<file path="config.mk">
export PLATFORM = sky130hd
export DESIGN_NAME = mrsa_core
export DESIGN_NICKNAME = d
export VERILOG_FILES = /design/src/verilog/mrsa_pkg.sv /design/src/verilog/mrsa_alu.sv /design/src/verilog/mrsa_core.sv
export SDC_FILE = /design/constraint.sdc
export NUM_CORES = 2
export LEC_CHECK = 0
export BUFFER_PORTS_ARGS = -buffer_cell sky130_fd_sc_hd__buf_2
export CAP_MARGIN = 20
export CORE_UTILIZATION = 50
export CTS_CLUSTER_SIZE = 30
export DETAILED_ROUTE_END_ITERATION = 10
export PLACE_DENSITY_LB_ADDON = 0.3
export SKIP_LAST_GASP = 1
export SLEW_MARGIN = 20
export SYNTH_ARGS = -nofsm -noshare
export SYNTH_HDL_FRONTEND = slang
export SYNTH_SLANG_ARGS = --single-unit
</file>
<file path="constraint.sdc">
create_clock -name clock -period 27.5 [get_ports clock]
set_input_delay 5.5 -clock clock [delete_from_list [all_inputs] [get_ports clock]]
set_output_delay 5.5 -clock clock [all_outputs]
set_load 0.02 [all_outputs]
</file>
<file path="src/verilog/mrsa_pkg.sv">
// Package with the constants, operation codes and carriers of the rotate, subtract and skip ALU.
package mrsa_pkg;

  // ----------------------------------------------------------------------
  // Widths
  // ----------------------------------------------------------------------
  localparam int MRSA_DATA_W = 8;
  localparam int MRSA_MEM_AW = 9;
  localparam int MRSA_BUS_AW = 10;
  localparam int MRSA_PROG_AW = 13;
  localparam int MRSA_PROG_W = 16;
  localparam int MRSA_PTR_W = 8;
  localparam int MRSA_PAGE_W = MRSA_PROG_AW - MRSA_PTR_W;
  localparam int MRSA_DMEM_DEPTH = 352;

  // ----------------------------------------------------------------------
  // Register offsets on the plain register port
  // ----------------------------------------------------------------------
  localparam logic [MRSA_BUS_AW-1:0] MRSA_ACC_OFFSET = 10'h000;
  localparam logic [MRSA_BUS_AW-1:0] MRSA_STATUS_OFFSET = 10'h004;
  localparam logic [MRSA_BUS_AW-1:0] MRSA_PTR_OFFSET = 10'h008;
  localparam logic [MRSA_BUS_AW-1:0] MRSA_HIGH_OFFSET = 10'h00C;
  localparam logic [MRSA_BUS_AW-1:0] MRSA_STATE_OFFSET = 10'h010;
  localparam logic [MRSA_BUS_AW-1:0] MRSA_DMEM_BASE = 10'h200;

  // ----------------------------------------------------------------------
  // Field positions and reset values
  // ----------------------------------------------------------------------
  localparam int MRSA_CARRY_BIT = 0;
  localparam int MRSA_HALF_BIT = 1;
  localparam int MRSA_ZERO_BIT = 2;
  localparam int MRSA_RANGE_BIT = 3;
  localparam int MRSA_BUSY_BIT = 0;
  localparam int MRSA_SKIP_BIT = 1;
  localparam logic [7:0] MRSA_ACC_RESET = 8'h00;
  localparam logic [7:0] MRSA_PTR_RESET = 8'h00;
  localparam logic [7:0] MRSA_HIGH_RESET = 8'h00;
  localparam logic [7:0] MRSA_ALL_ONES = 8'hFF;

  // ----------------------------------------------------------------------
  // Operations
  // ----------------------------------------------------------------------
  typedef enum logic [4:0] {
    MRSA_NOP,
    MRSA_ROTATE_LEFT_VIA_CARRY,
    MRSA_ROTATE_RIGHT_IN_PLACE,
    MRSA_ROTATE_RIGHT_VIA_CARRY,
    MRSA_MINUS_WITH_BORROW,
    MRSA_MINUS,
    MRSA_SKIP_AFTER_DECREMENT,
    MRSA_SKIP_AFTER_INCREMENT,
    MRSA_SKIP_IF_BIT_ONE,
    MRSA_SKIP_IF_BIT_ZERO,
    MRSA_SKIP_IF_BYTE_ZERO,
    MRSA_SKIP_IF_ZERO_WITH_LOAD,
    MRSA_SET_BYTE,
    MRSA_SET_BIT,
    MRSA_NIBBLE_EXCHANGE,
    MRSA_TABLE_READ_CURRENT_PAGE,
    MRSA_TABLE_READ_LAST_PAGE,
    MRSA_EXCLUSIVE_OR
  } mrsa_op_e;

  typedef struct packed {
    mrsa_op_e op;
    logic to_acc;
    logic use_imm;
    logic [MRSA_DATA_W-1:0] imm;
    logic [2:0] bit_sel;
    logic [MRSA_MEM_AW-1:0] mem_addr;
    logic [MRSA_PAGE_W-1:0] code_page;
  } mrsa_cmd_s;

  typedef struct packed {
    logic signed_range_flag;
    logic zero_flag;
    logic half_carry_flag;
    logic carry_flag;
  } mrsa_flags_s;

endpackage : mrsa_pkg

</file>
<file path="src/verilog/mrsa_alu.sv">
// Combinational result, flag and skip logic for one operation.
`timescale 1ns/1ps
module mrsa_alu (
  input wire mrsa_pkg::mrsa_cmd_s cmd,
  input wire logic [7:0] acc,
  input wire logic [7:0] mem,
  input wire mrsa_pkg::mrsa_flags_s flags,
  output logic [7:0] result,
  output logic wr_acc,
  output logic wr_mem,
  output mrsa_pkg::mrsa_flags_s flags_next,
  output logic is_skip,
  output logic skip_cond
);
  import mrsa_pkg::*;

  logic [7:0] operand;
  logic borrow;
  logic [8:0] full_diff;
  logic [4:0] half_diff;
  logic upd_zero;

  assign operand = cmd.use_imm ? cmd.imm : mem;
  assign borrow = (cmd.op == MRSA_MINUS_WITH_BORROW) ? ~flags.carry_flag : 1'b0;
  assign full_diff = {1'b0, acc} - {1'b0, operand} - {8'h00, borrow};
  assign half_diff = {1'b0, acc[3:0]} - {1'b0, operand[3:0]} - {4'h0, borrow};

  always_comb begin
    result = 8'h00;
    wr_acc = 1'b0;
    wr_mem = 1'b0;
    flags_next = flags;
    is_skip = 1'b0;
    skip_cond = 1'b0;
    upd_zero = 1'b0;
    case (cmd.op)
      MRSA_ROTATE_LEFT_VIA_CARRY: begin
        result = {mem[6:0], flags.carry_flag};
        flags_next.carry_flag = mem[7];
        wr_acc = cmd.to_acc;
        wr_mem = ~cmd.to_acc;
      end
      MRSA_ROTATE_RIGHT_IN_PLACE: begin
        result = {mem[0], mem[7:1]};
        wr_acc = cmd.to_acc;
        wr_mem = ~cmd.to_acc;
      end
      MRSA_ROTATE_RIGHT_VIA_CARRY: begin
        result = {flags.carry_flag, mem[7:1]};
        flags_next.carry_flag = mem[0];
        wr_acc = cmd.to_acc;
        wr_mem = ~cmd.to_acc;
      end
      MRSA_MINUS_WITH_BORROW, MRSA_MINUS: begin
        result = full_diff[7:0];
        flags_next.carry_flag = ~full_diff[8];
        flags_next.half_carry_flag = ~half_diff[4];
        flags_next.signed_range_flag = (acc[7] ^ operand[7]) & (acc[7] ^ full_diff[7]);
        upd_zero = 1'b1;
        wr_acc = cmd.to_acc;
        wr_mem = ~cmd.to_acc;
      end
      MRSA_SKIP_AFTER_DECREMENT: begin
        result = mem - 8'h01;
        is_skip = 1'b1;
        skip_cond = (result == 8'h00);
        wr_acc = cmd.to_acc;
        wr_mem = ~cmd.to_acc;
      end
      MRSA_SKIP_AFTER_INCREMENT: begin
        result = mem + 8'h01;
        is_skip = 1'b1;
        skip_cond = (result == 8'h00);
        wr_acc = cmd.to_acc;
        wr_mem = ~cmd.to_acc;
      end
      MRSA_SKIP_IF_BIT_ONE: begin
        is_skip = 1'b1;
        skip_cond = mem[cmd.bit_sel];
      end
      MRSA_SKIP_IF_BIT_ZERO: begin
        is_skip = 1'b1;
        skip_cond = ~mem[cmd.bit_sel];
      end
      MRSA_SKIP_IF_BYTE_ZERO: begin
        is_skip = 1'b1;
        skip_cond = (mem == 8'h00);
      end
      MRSA_SKIP_IF_ZERO_WITH_LOAD: begin
        result = mem;
        wr_acc = 1'b1;
        is_skip = 1'b1;
        skip_cond = (mem == 8'h00);
      end
      MRSA_SET_BYTE: begin
        result = MRSA_ALL_ONES;
        wr_mem = 1'b1;
      end
      MRSA_SET_BIT: begin
        result = mem | (8'h01 << cmd.bit_sel);
        wr_mem = 1'b1;
      end
      MRSA_NIBBLE_EXCHANGE: begin
        result = {mem[3:0], mem[7:4]};
        wr_acc = cmd.to_acc;
        wr_mem = ~cmd.to_acc;
      end
      MRSA_EXCLUSIVE_OR: begin
        result = acc ^ operand;
        upd_zero = 1'b1;
        wr_acc = cmd.to_acc;
        wr_mem = ~cmd.to_acc;
      end
      default: begin
        result = 8'h00;
      end
    endcase
    if (upd_zero) begin
      flags_next.zero_flag = (result == 8'h00);
    end
  end

endmodule : mrsa_alu

</file>
<file path="src/verilog/mrsa_core.sv">
// Execution datapath for rotates, subtracts, skips, table reads and XOR, with its register port.
// Notes on behaviour
// - Rotate left via carry: old carry into bit 0, bit 7 into carry, memory destination.
// - Accumulator form of rotate left via carry writes accumulator, keeps memory.
// - Plain rotate right wraps bit 0 into bit 7, no flags touched.
// - Rotate right via carry: carry into bit 7, bit 0 into carry.
// - Subtract with borrow: accumulator minus operand minus inverted carry, flags updated.
// - Memory form of subtract with borrow writes the difference to memory.
// - Subtraction carry is 0 for a negative difference, 1 otherwise.
// - Plain subtract takes memory or immediate, either destination, same four flags.
// - Decrement and skip when the result is zero.
// - Increment and skip when the result is zero.
// - Skip operations take two machine cycles and change no flag.
// - Skip when the selected bit is one.
// - Skip when the selected bit is zero.
// - Skip when the whole byte is zero, nothing modified.
// - Load byte into accumulator and skip when it is zero.
// - Set byte writes all ones; set bit forces one bit, no flags.
// - Nibble exchange swaps the halves, accumulator form writes accumulator only.
// - Table read current page: low byte to memory, high byte to latch.
// - Table read last page does the same from the final code page.
// - Exclusive OR with memory or immediate, either destination, only zero flag.
`timescale 1ns/1ps
module mrsa_core #(
  parameter int DMEM_DEPTH = mrsa_pkg::MRSA_DMEM_DEPTH
) (
  input wire logic clock,
  input wire logic resetn,
  input wire logic cmd_valid,
  input wire mrsa_pkg::mrsa_cmd_s cmd,
  output logic busy,
  output logic done,
  output logic skip_next,
  output logic [mrsa_pkg::MRSA_PROG_AW-1:0] prog_addr,
  output logic prog_rd,
  input wire logic [mrsa_pkg::MRSA_PROG_W-1:0] prog_data,
  input wire logic [mrsa_pkg::MRSA_BUS_AW-1:0] bus_addr,
  input wire logic [7:0] bus_wdata,
  input wire logic bus_wr,
  input wire logic bus_rd,
  output logic [7:0] bus_rdata
);
  import mrsa_pkg::*;

  // ----------------------------------------------------------------------
  // State
  // ----------------------------------------------------------------------
  typedef enum logic [2:0] {
    ST_IDLE,
    ST_EXEC,
    ST_DUMMY,
    ST_TABLE_REQ,
    ST_TABLE_WAIT
  } mrsa_state_e;

  // These hold the sequencer state and its command.
  mrsa_state_e state_reg;
  mrsa_cmd_s cmd_reg;

  // These are the architectural registers.
  logic [7:0] acc_reg;
  mrsa_flags_s flags_reg;
  logic [7:0] table_pointer_reg;
  logic [7:0] table_high_latch_reg;
  logic [7:0] dmem [DMEM_DEPTH];

  // These drive the top outputs.
  logic busy_reg;
  logic done_reg;
  logic skip_reg;
  logic last_skip_reg;

  logic [MRSA_PROG_AW-1:0] prog_addr_reg;
  logic prog_rd_reg;
  logic [7:0] rdata_reg;

  // These are decode and ALU results.
  logic [7:0] mem_byte;
  logic [7:0] alu_result;
  logic alu_wr_acc;
  logic alu_wr_mem;
  mrsa_flags_s alu_flags;
  logic alu_is_skip;
  logic alu_skip_cond;

  logic is_table;
  logic exec_now;
  logic exec_wr_acc;
  logic exec_wr_mem;
  logic table_wr;

  logic accept;
  logic bus_in_mem;
  logic [MRSA_BUS_AW-1:0] bus_mem_off;
  logic [MRSA_PAGE_W-1:0] table_page;

  // ----------------------------------------------------------------------
  // Operand fetch and ALU
  // ----------------------------------------------------------------------
  assign mem_byte = (32'(cmd_reg.mem_addr) < DMEM_DEPTH) ? dmem[cmd_reg.mem_addr] : 8'h00;
  assign is_table = (cmd_reg.op == MRSA_TABLE_READ_CURRENT_PAGE) ||
                    (cmd_reg.op == MRSA_TABLE_READ_LAST_PAGE);
  assign accept = cmd_valid && (state_reg == ST_IDLE);
  assign exec_now = (state_reg == ST_EXEC) && !is_table;
  assign exec_wr_acc = exec_now && alu_wr_acc;
  assign exec_wr_mem = exec_now && alu_wr_mem;
  assign table_wr = (state_reg == ST_TABLE_WAIT);

  assign bus_mem_off = bus_addr - MRSA_DMEM_BASE;
  assign bus_in_mem = (bus_addr >= MRSA_DMEM_BASE) && (32'(bus_mem_off) < DMEM_DEPTH);
  assign table_page = (cmd_reg.op == MRSA_TABLE_READ_LAST_PAGE) ?
                      {MRSA_PAGE_W{1'b1}} : cmd_reg.code_page;

  mrsa_alu u_alu (
    .cmd(cmd_reg),
    .acc(acc_reg),
    .mem(mem_byte),
    .flags(flags_reg),
    .result(alu_result),
    .wr_acc(alu_wr_acc),
    .wr_mem(alu_wr_mem),
    .flags_next(alu_flags),
    .is_skip(alu_is_skip),
    .skip_cond(alu_skip_cond)
  );

  // ----------------------------------------------------------------------
  // Sequencer
  // ----------------------------------------------------------------------
  // Skips add a dummy state; table reads add a fetch and a wait state.
  always_ff @(posedge clock or negedge resetn) begin
    if (!resetn) begin
      state_reg <= ST_IDLE;
    end else begin
      case (state_reg)
        ST_IDLE: begin
          if (accept) begin
            state_reg <= ST_EXEC;
          end
        end
        ST_EXEC: begin
          if (is_table) begin
            state_reg <= ST_TABLE_REQ;
          end else if (alu_is_skip) begin
            state_reg <= ST_DUMMY;
          end else begin
            state_reg <= ST_IDLE;
          end
        end
        ST_DUMMY: begin
          state_reg <= ST_IDLE;
        end
        ST_TABLE_REQ: begin
          state_reg <= ST_TABLE_WAIT;
        end
        ST_TABLE_WAIT: begin
          state_reg <= ST_IDLE;
        end
        default: begin
          state_reg <= ST_IDLE;
        end
      endcase
    end
  end

  always_ff @(posedge clock or negedge resetn) begin
    if (!resetn) begin
      cmd_reg <= '0;
    end else if (accept) begin
      cmd_reg <= cmd;
    end
  end

  // ----------------------------------------------------------------------
  // Accumulator and flags
  // ----------------------------------------------------------------------
  always_ff @(posedge clock or negedge resetn) begin
    if (!resetn) begin
      acc_reg <= MRSA_ACC_RESET;
    end else if (exec_wr_acc) begin
      acc_reg <= alu_result;
    end else if (bus_wr && (bus_addr == MRSA_ACC_OFFSET)) begin
      acc_reg <= bus_wdata;
    end
  end

  // Skip, set, swap and table operations hand back the flags unchanged.
  always_ff @(posedge clock or negedge resetn) begin
    if (!resetn) begin
      flags_reg <= '0;
    end else if (exec_now) begin
      flags_reg <= alu_flags;
    end else if (bus_wr && (bus_addr == MRSA_STATUS_OFFSET)) begin
      flags_reg.carry_flag <= bus_wdata[MRSA_CARRY_BIT];
      flags_reg.half_carry_flag <= bus_wdata[MRSA_HALF_BIT];
      flags_reg.zero_flag <= bus_wdata[MRSA_ZERO_BIT];
      flags_reg.signed_range_flag <= bus_wdata[MRSA_RANGE_BIT];
    end
  end

  // ----------------------------------------------------------------------
  // Table pointer and high latch
  // ----------------------------------------------------------------------
  always_ff @(posedge clock or negedge resetn) begin
    if (!resetn) begin
      table_pointer_reg <= MRSA_PTR_RESET;
    end else if (bus_wr && (bus_addr == MRSA_PTR_OFFSET)) begin
      table_pointer_reg <= bus_wdata;
    end
  end

  always_ff @(posedge clock or negedge resetn) begin
    if (!resetn) begin
      table_high_latch_reg <= MRSA_HIGH_RESET;
    end else if (table_wr) begin
      table_high_latch_reg <= prog_data[15:8];
    end
  end

  // ----------------------------------------------------------------------
  // Program memory port
  // ----------------------------------------------------------------------
  always_ff @(posedge clock or negedge resetn) begin
    if (!resetn) begin
      prog_addr_reg <= '0;
      prog_rd_reg <= 1'b0;
    end else if ((state_reg == ST_EXEC) && is_table) begin
      prog_addr_reg <= {table_page, table_pointer_reg};
      prog_rd_reg <= 1'b1;
    end else begin
      prog_rd_reg <= 1'b0;
    end
  end

  // ----------------------------------------------------------------------
  // Data memory
  // ----------------------------------------------------------------------
  // Instruction writes take the port; a register-port write in the same cycle is dropped.
  // Addresses past the array are ignored.
  always_ff @(posedge clock) begin
    if (exec_wr_mem) begin
      if (32'(cmd_reg.mem_addr) < DMEM_DEPTH) begin
        dmem[cmd_reg.mem_addr] <= alu_result;
      end
    end else if (table_wr) begin
      if (32'(cmd_reg.mem_addr) < DMEM_DEPTH) begin
        dmem[cmd_reg.mem_addr] <= prog_data[7:0];
      end
    end else if (bus_wr && bus_in_mem) begin
      dmem[bus_mem_off[MRSA_MEM_AW-1:0]] <= bus_wdata;
    end
  end

  // ----------------------------------------------------------------------
  // Completion outputs
  // ----------------------------------------------------------------------
  // Busy stands from the edge after acceptance until done rises.
  always_ff @(posedge clock or negedge resetn) begin
    if (!resetn) begin
      busy_reg <= 1'b0;
    end else if (accept) begin
      busy_reg <= 1'b1;
    end else if (done_reg || (state_reg == ST_IDLE)) begin
      busy_reg <= 1'b0;
    end else if ((state_reg == ST_EXEC) && !is_table && !alu_is_skip) begin
      busy_reg <= 1'b0;
    end else if ((state_reg == ST_DUMMY) || (state_reg == ST_TABLE_WAIT)) begin
      busy_reg <= 1'b0;
    end
  end

  always_ff @(posedge clock or negedge resetn) begin
    if (!resetn) begin
      done_reg <= 1'b0;
    end else begin
      done_reg <= ((state_reg == ST_EXEC) && !is_table && !alu_is_skip) ||
                  (state_reg == ST_DUMMY) || (state_reg == ST_TABLE_WAIT);
    end
  end

  // The skip decision is held through the dummy cycle and shown with done.
  always_ff @(posedge clock or negedge resetn) begin
    if (!resetn) begin
      last_skip_reg <= 1'b0;
    end else if (exec_now && alu_is_skip) begin
      last_skip_reg <= alu_skip_cond;
    end else if (accept) begin
      last_skip_reg <= 1'b0;
    end
  end

  always_ff @(posedge clock or negedge resetn) begin
    if (!resetn) begin
      skip_reg <= 1'b0;
    end else begin
      skip_reg <= (state_reg == ST_DUMMY) && last_skip_reg;
    end
  end

  // ----------------------------------------------------------------------
  // Register port read
  // ----------------------------------------------------------------------
  always_ff @(posedge clock or negedge resetn) begin
    if (!resetn) begin
      rdata_reg <= 8'h00;
    end else if (bus_rd) begin
      if (bus_addr == MRSA_ACC_OFFSET) begin
        rdata_reg <= acc_reg;
      end else if (bus_addr == MRSA_STATUS_OFFSET) begin
        rdata_reg <= 8'h00;
        rdata_reg[MRSA_CARRY_BIT] <= flags_reg.carry_flag;
        rdata_reg[MRSA_HALF_BIT] <= flags_reg.half_carry_flag;
        rdata_reg[MRSA_ZERO_BIT] <= flags_reg.zero_flag;
        rdata_reg[MRSA_RANGE_BIT] <= flags_reg.signed_range_flag;
      end else if (bus_addr == MRSA_PTR_OFFSET) begin
        rdata_reg <= table_pointer_reg;
      end else if (bus_addr == MRSA_HIGH_OFFSET) begin
        rdata_reg <= table_high_latch_reg;
      end else if (bus_addr == MRSA_STATE_OFFSET) begin
        rdata_reg <= 8'h00;
        rdata_reg[MRSA_SKIP_BIT] <= last_skip_reg;
        rdata_reg[MRSA_BUSY_BIT] <= busy_reg;
      end else if (bus_in_mem) begin
        rdata_reg <= dmem[bus_mem_off[MRSA_MEM_AW-1:0]];
      end else begin
        rdata_reg <= 8'h00;
      end
    end else begin
      rdata_reg <= 8'h00;
    end
  end

  assign busy = busy_reg;
  assign done = done_reg;
  assign skip_next = skip_reg;
  assign prog_addr = prog_addr_reg;
  assign prog_rd = prog_rd_reg;
  assign bus_rdata = rdata_reg;

endmodule : mrsa_core

</file>
==> flow_summary.toml <==
[synth]
compound_gate_fraction_of_synth_area_pct = 3.53
ys_dominant_reg_cell = "sky130_fd_sc_hd__edfxtp_1"
synth-seq-area-share_pct = 62.6
main_combinational_cell_family_by_area_after_synthesis = "multiplexers"
post_synth_fa_ha_maj_area_fraction_pct = 0.200
synth.mux.area_fraction_pct = 27.9
postSynthCellCount = 7074
synth-seq-cells = 2905
synth-xor-area-share_pct = 0.0948
ys.warnings.count = 0
post_synth_instance_area_um2 = 139000
synth-edff-count = 2816
synth_cell_type_count = 119
async_flop_share_pct = 3.06
mappedNetlistNets = 7166
synthesis.area_per_instance_um2 = 19.6
synth-simple-area-share_pct = 2.96

[power]
ir_drop_mv = 0.267
power.leakage_nw = 47.9
switching_power_mw = 6.88
power.internal_mw = 11.3
comb_power_share_pct = 37.8
power_frac_clock_pct = 23.0
seqPwrFrac_pct = 39.2
p_per_area_nw_per_um2 = 119
power_switching_share_pct = 37.8

[clocking]
clock_path_buffers = 4
cts_repair_resize_count = 0
tritoncts = "done"
cts.sink_count = 2905
postCtsSetupBuffers = 0
cts_inserted_buffers = 313
cts_hold_repair.buffers = 0
cts.reportedPaths.clkPinSlew_ns = 0.06
ctsRootBufferMaster = "sky130_fd_sc_hd__clkbuf_16"
ctsHtreeMaxLevel = 5
worst_skew_pair.late_latency_ns = 0.91

[placement]
placement.io_buffers = 95
number_of_placed_cells_counting_well_taps = 10500
detailedPlace.worstSlack_ns = 13.73
post-dp-hpwl_um = 278000
routabilityCongestion = 0.972

[sta]
pins_over_their_slew_limit = 0
timing.fmax_mhz = 74.7
worst_clock_skew_on_the_final_layout_ns = 0.0993
setup_total_negative_slack_ns = 0
worst_slew_pin_slew_ns = 1.33
rsz_0062_raised_after_global_routing = "false"
timing.final.crit_share_pct = 48.7
finalHoldViolCount = 0
timing.slew.headroom_pct = 11.0
setup_viol = 0
fin_ws_ns = 14.12
finalCriticalPeriod_ns = 13.38

[critical_path]
max_stage_delay_on_crit_path_ns = 0.94
setup.reg_to_reg.worst_slack_ns = 14.12
critical_path.startpoint_type = "flop"
critical_path.reg2reg.endpoint = "dmem[119][2]"
worstSetupPathType = "reg2reg"
critical_path.max_fanout = 115
library_cell_contributing_the_largest_single_delay_on_the_critical_path = "sky130_fd_sc_hd__dfrtp_4"
critical_path.reg2reg.startpoint = "cmd_reg[5]"
worst-endpoint-required_ns = 28.06
timing.reg2reg.worst_path_depth = 28
cell_repeated_most_along_the_worst_path = "sky130_fd_sc_hd__buf_4"
setup.worst_path.end_class = "flop"
cp_data_arrival_time_ns = 13.94

[job]
cap_viol_max_count = 0

[layout]
multi_input_comb_area_um2 = 48400
final_core_util_pct = 55.5
drive_gt1_share_pct = 34.0
number_of_non_filler_instances_in_the_completed_layout = 11100
area.sequential_um2 = 86800
area_delta_synth_final_pct = 9.99
nNetsFinal = 7216
filler_cell_count = 20400
largest_register_ffs = 2816

[route]
wl_met3_um = 61300
dr.pass1.iters = 8
route.detailed.wl_per_inst_um = 39.9
drt-met1-wl_um = 156000
drt_wl_total_um = 441000
drc = 0
dr.max_layer_used = "met5"
via_per_inst = 7.27
route.antenna.remaining_nets = 0
detailroute.via_count = 80500
drt_iter0_markers = 13000
detailroute.wirelength.met2_um = 198000

[die]
initial_utilization_pct = 50.5
die_width_um = 529
fp-row-count = 192
die_boundary_height_um = 529
placeableCoreArea_um2 = 275000
floorplan.die_area_um2 = 279000
boundaryPins = 96

[global_route]
wire_length_of_the_first_global_routing_pass_um = 618000
grt_pass1_vias = 79500
grt_max_degree = 253
number_of_antenna_violations_at_the_first_check_in_global_routing = 30
gr-usage-all-layers_pct = 31.6
globalRoute.totalOverflow = 0

[min_path]
holdCritPathClass = "reg2reg"
worstHoldStart = "prog_addr[8]"
whs_path_depth = 2
holdPathEnd = "prog_addr[8]"

[status]
run_status = "finished, final reports clean"
worst max-delay path: cells and delay by family (launching register included):
kind,cells,cell delay (ns)
buf+inv,12,7.11
compound gates,8,2.26
mux,4,1.21
fa+ha+maj,3,1.07
flops,1,0.94
simple gates,1,0.07
worst max-delay path by stage:
stage / startpoint / endpoint / slack [ns] / cells past startpoint
6_report: cmd_reg[5] / dmem[119][2] / 14.12 / 28
5_1_grt: cmd_reg[5] / dmem[100][2] / 13.27 / 28
4_1_cts: cmd_reg[5] / dmem[100][2] / 13.75 / 28
3_5_place_dp: cmd_reg[5] / dmem[116][2] / 13.73 / 28
3_3_place_gp: cmd_reg[5] / dmem[116][2] / 13.95 / 28
2_1_floorplan: bus_addr[5] / dmem[0][5] / 3.70 / 8
cell usage in the layout (no fill, tap or decap), drive strengths merged, types with 8 or more instances in the layout:
cell type / n
a211oi: 30
o211ai: 13
clkinv: 144
inv: 50
mux2: 87
o41ai: 8
a311oi: 12
o21ai: 97
bufinv: 27
nand3b: 9
o221ai: 22
a31oi: 21
a211o: 9
o22ai: 34
mux2i: 246
nor3: 35
buf: 318
a21oi: 140
nor2: 450
or3: 13
a22o: 15
clkbuf: 371
ha: 19
nand4: 9
a221oi: 26
dfrtp: 89
and2: 11
nand2: 242
nand2b: 20
a22oi: 168
o32ai: 8
clkinvlp: 10
edfxtp: 2816
diode: 18
nor3b: 8
nor4: 18
xnor2: 12
nor2b: 26
nand3: 46
mux4: 1557
kinds of logic (layout without fill, tap and decap cells):
group	after synthesis	in the layout
flip-flops	2905	2905
AND/OR/NAND/NOR	926	926
buffers and inverters	628	920
adder cells (fa/ha/maj)	21	21
AO/OA/AOI/OAI	689	689
multiplexers	1890	1890
XOR/XNOR	15	15
other	0	18
power groups by stage:
stage | Clock [mW] | Sequential (mW) | Combinational (mW)
finish | 4.19 | 7.15 | 6.88
global placement | 0 | 7.22 | 6.46
detailed placement | 0 | 7.24 | 6.64
global route | 4.35 | 7.15 | 7.09
CTS | 4.20 | 7.14 | 6.64
floorplan | 0 | 8.87 | 4.07
metal layers:
| metal | track usage (%) | vias to the layer above |
|---|---|---|
| met5 | 0.433 | - |
| met4 | 15.6 | 22 |
| met3 | 10.2 | 1209 |
| met2 | 46.6 | 6254 |
| met1 | 42.5 | 42500 |
| li1 | - | 30500 |
synth_stat cells, drive strengths merged (34+ instances only):
cell type     n  area share (%)
nor2        450             1.2
inv          43            0.12
nand3        46            0.18
buf         304             1.8
clkbuf      278            0.85
o21ai        97            0.35
edfxtp     2816              61
a22oi       168            0.92
nand2       242            0.66
mux2i       246             1.8
a21oi       140            0.51
mux2         87            0.71
mux4       1557              25
o22ai        34            0.16
dfrtp        89             1.6
nor3         35            0.13
final cells by class:
| type | count | share of cell area, % |
|---|---|---|
| Timing Repair Buffer | 318 | 1.60 |
| Clock buffer | 371 | 5.42 |
| Clock inverter | 186 | 1.12 |
| Sequential cell | 2905 | 56.9 |
| Antenna cell | 18 | 0.0295 |
| Multi-Input combinational cell | 3541 | 31.8 |
| Inverter | 45 | 0.117 |
| Tap cell | 3686 | 3.03 |
through the flow:
stage / hold WS (ns) / total power, mW / area (µm²)
final: 0.496 / 18.2 / 152000
after floorplan: 0.449 / 12.9 / 139000
after global placement: 0.459 / 13.7 / 142000
after CTS: 0.493 / 18.0 / 152000
after detailed placement: 0.465 / 13.9 / 142000
after global routing: 0.514 / 18.6 / 152000
(Power assumes the default switching activity.)
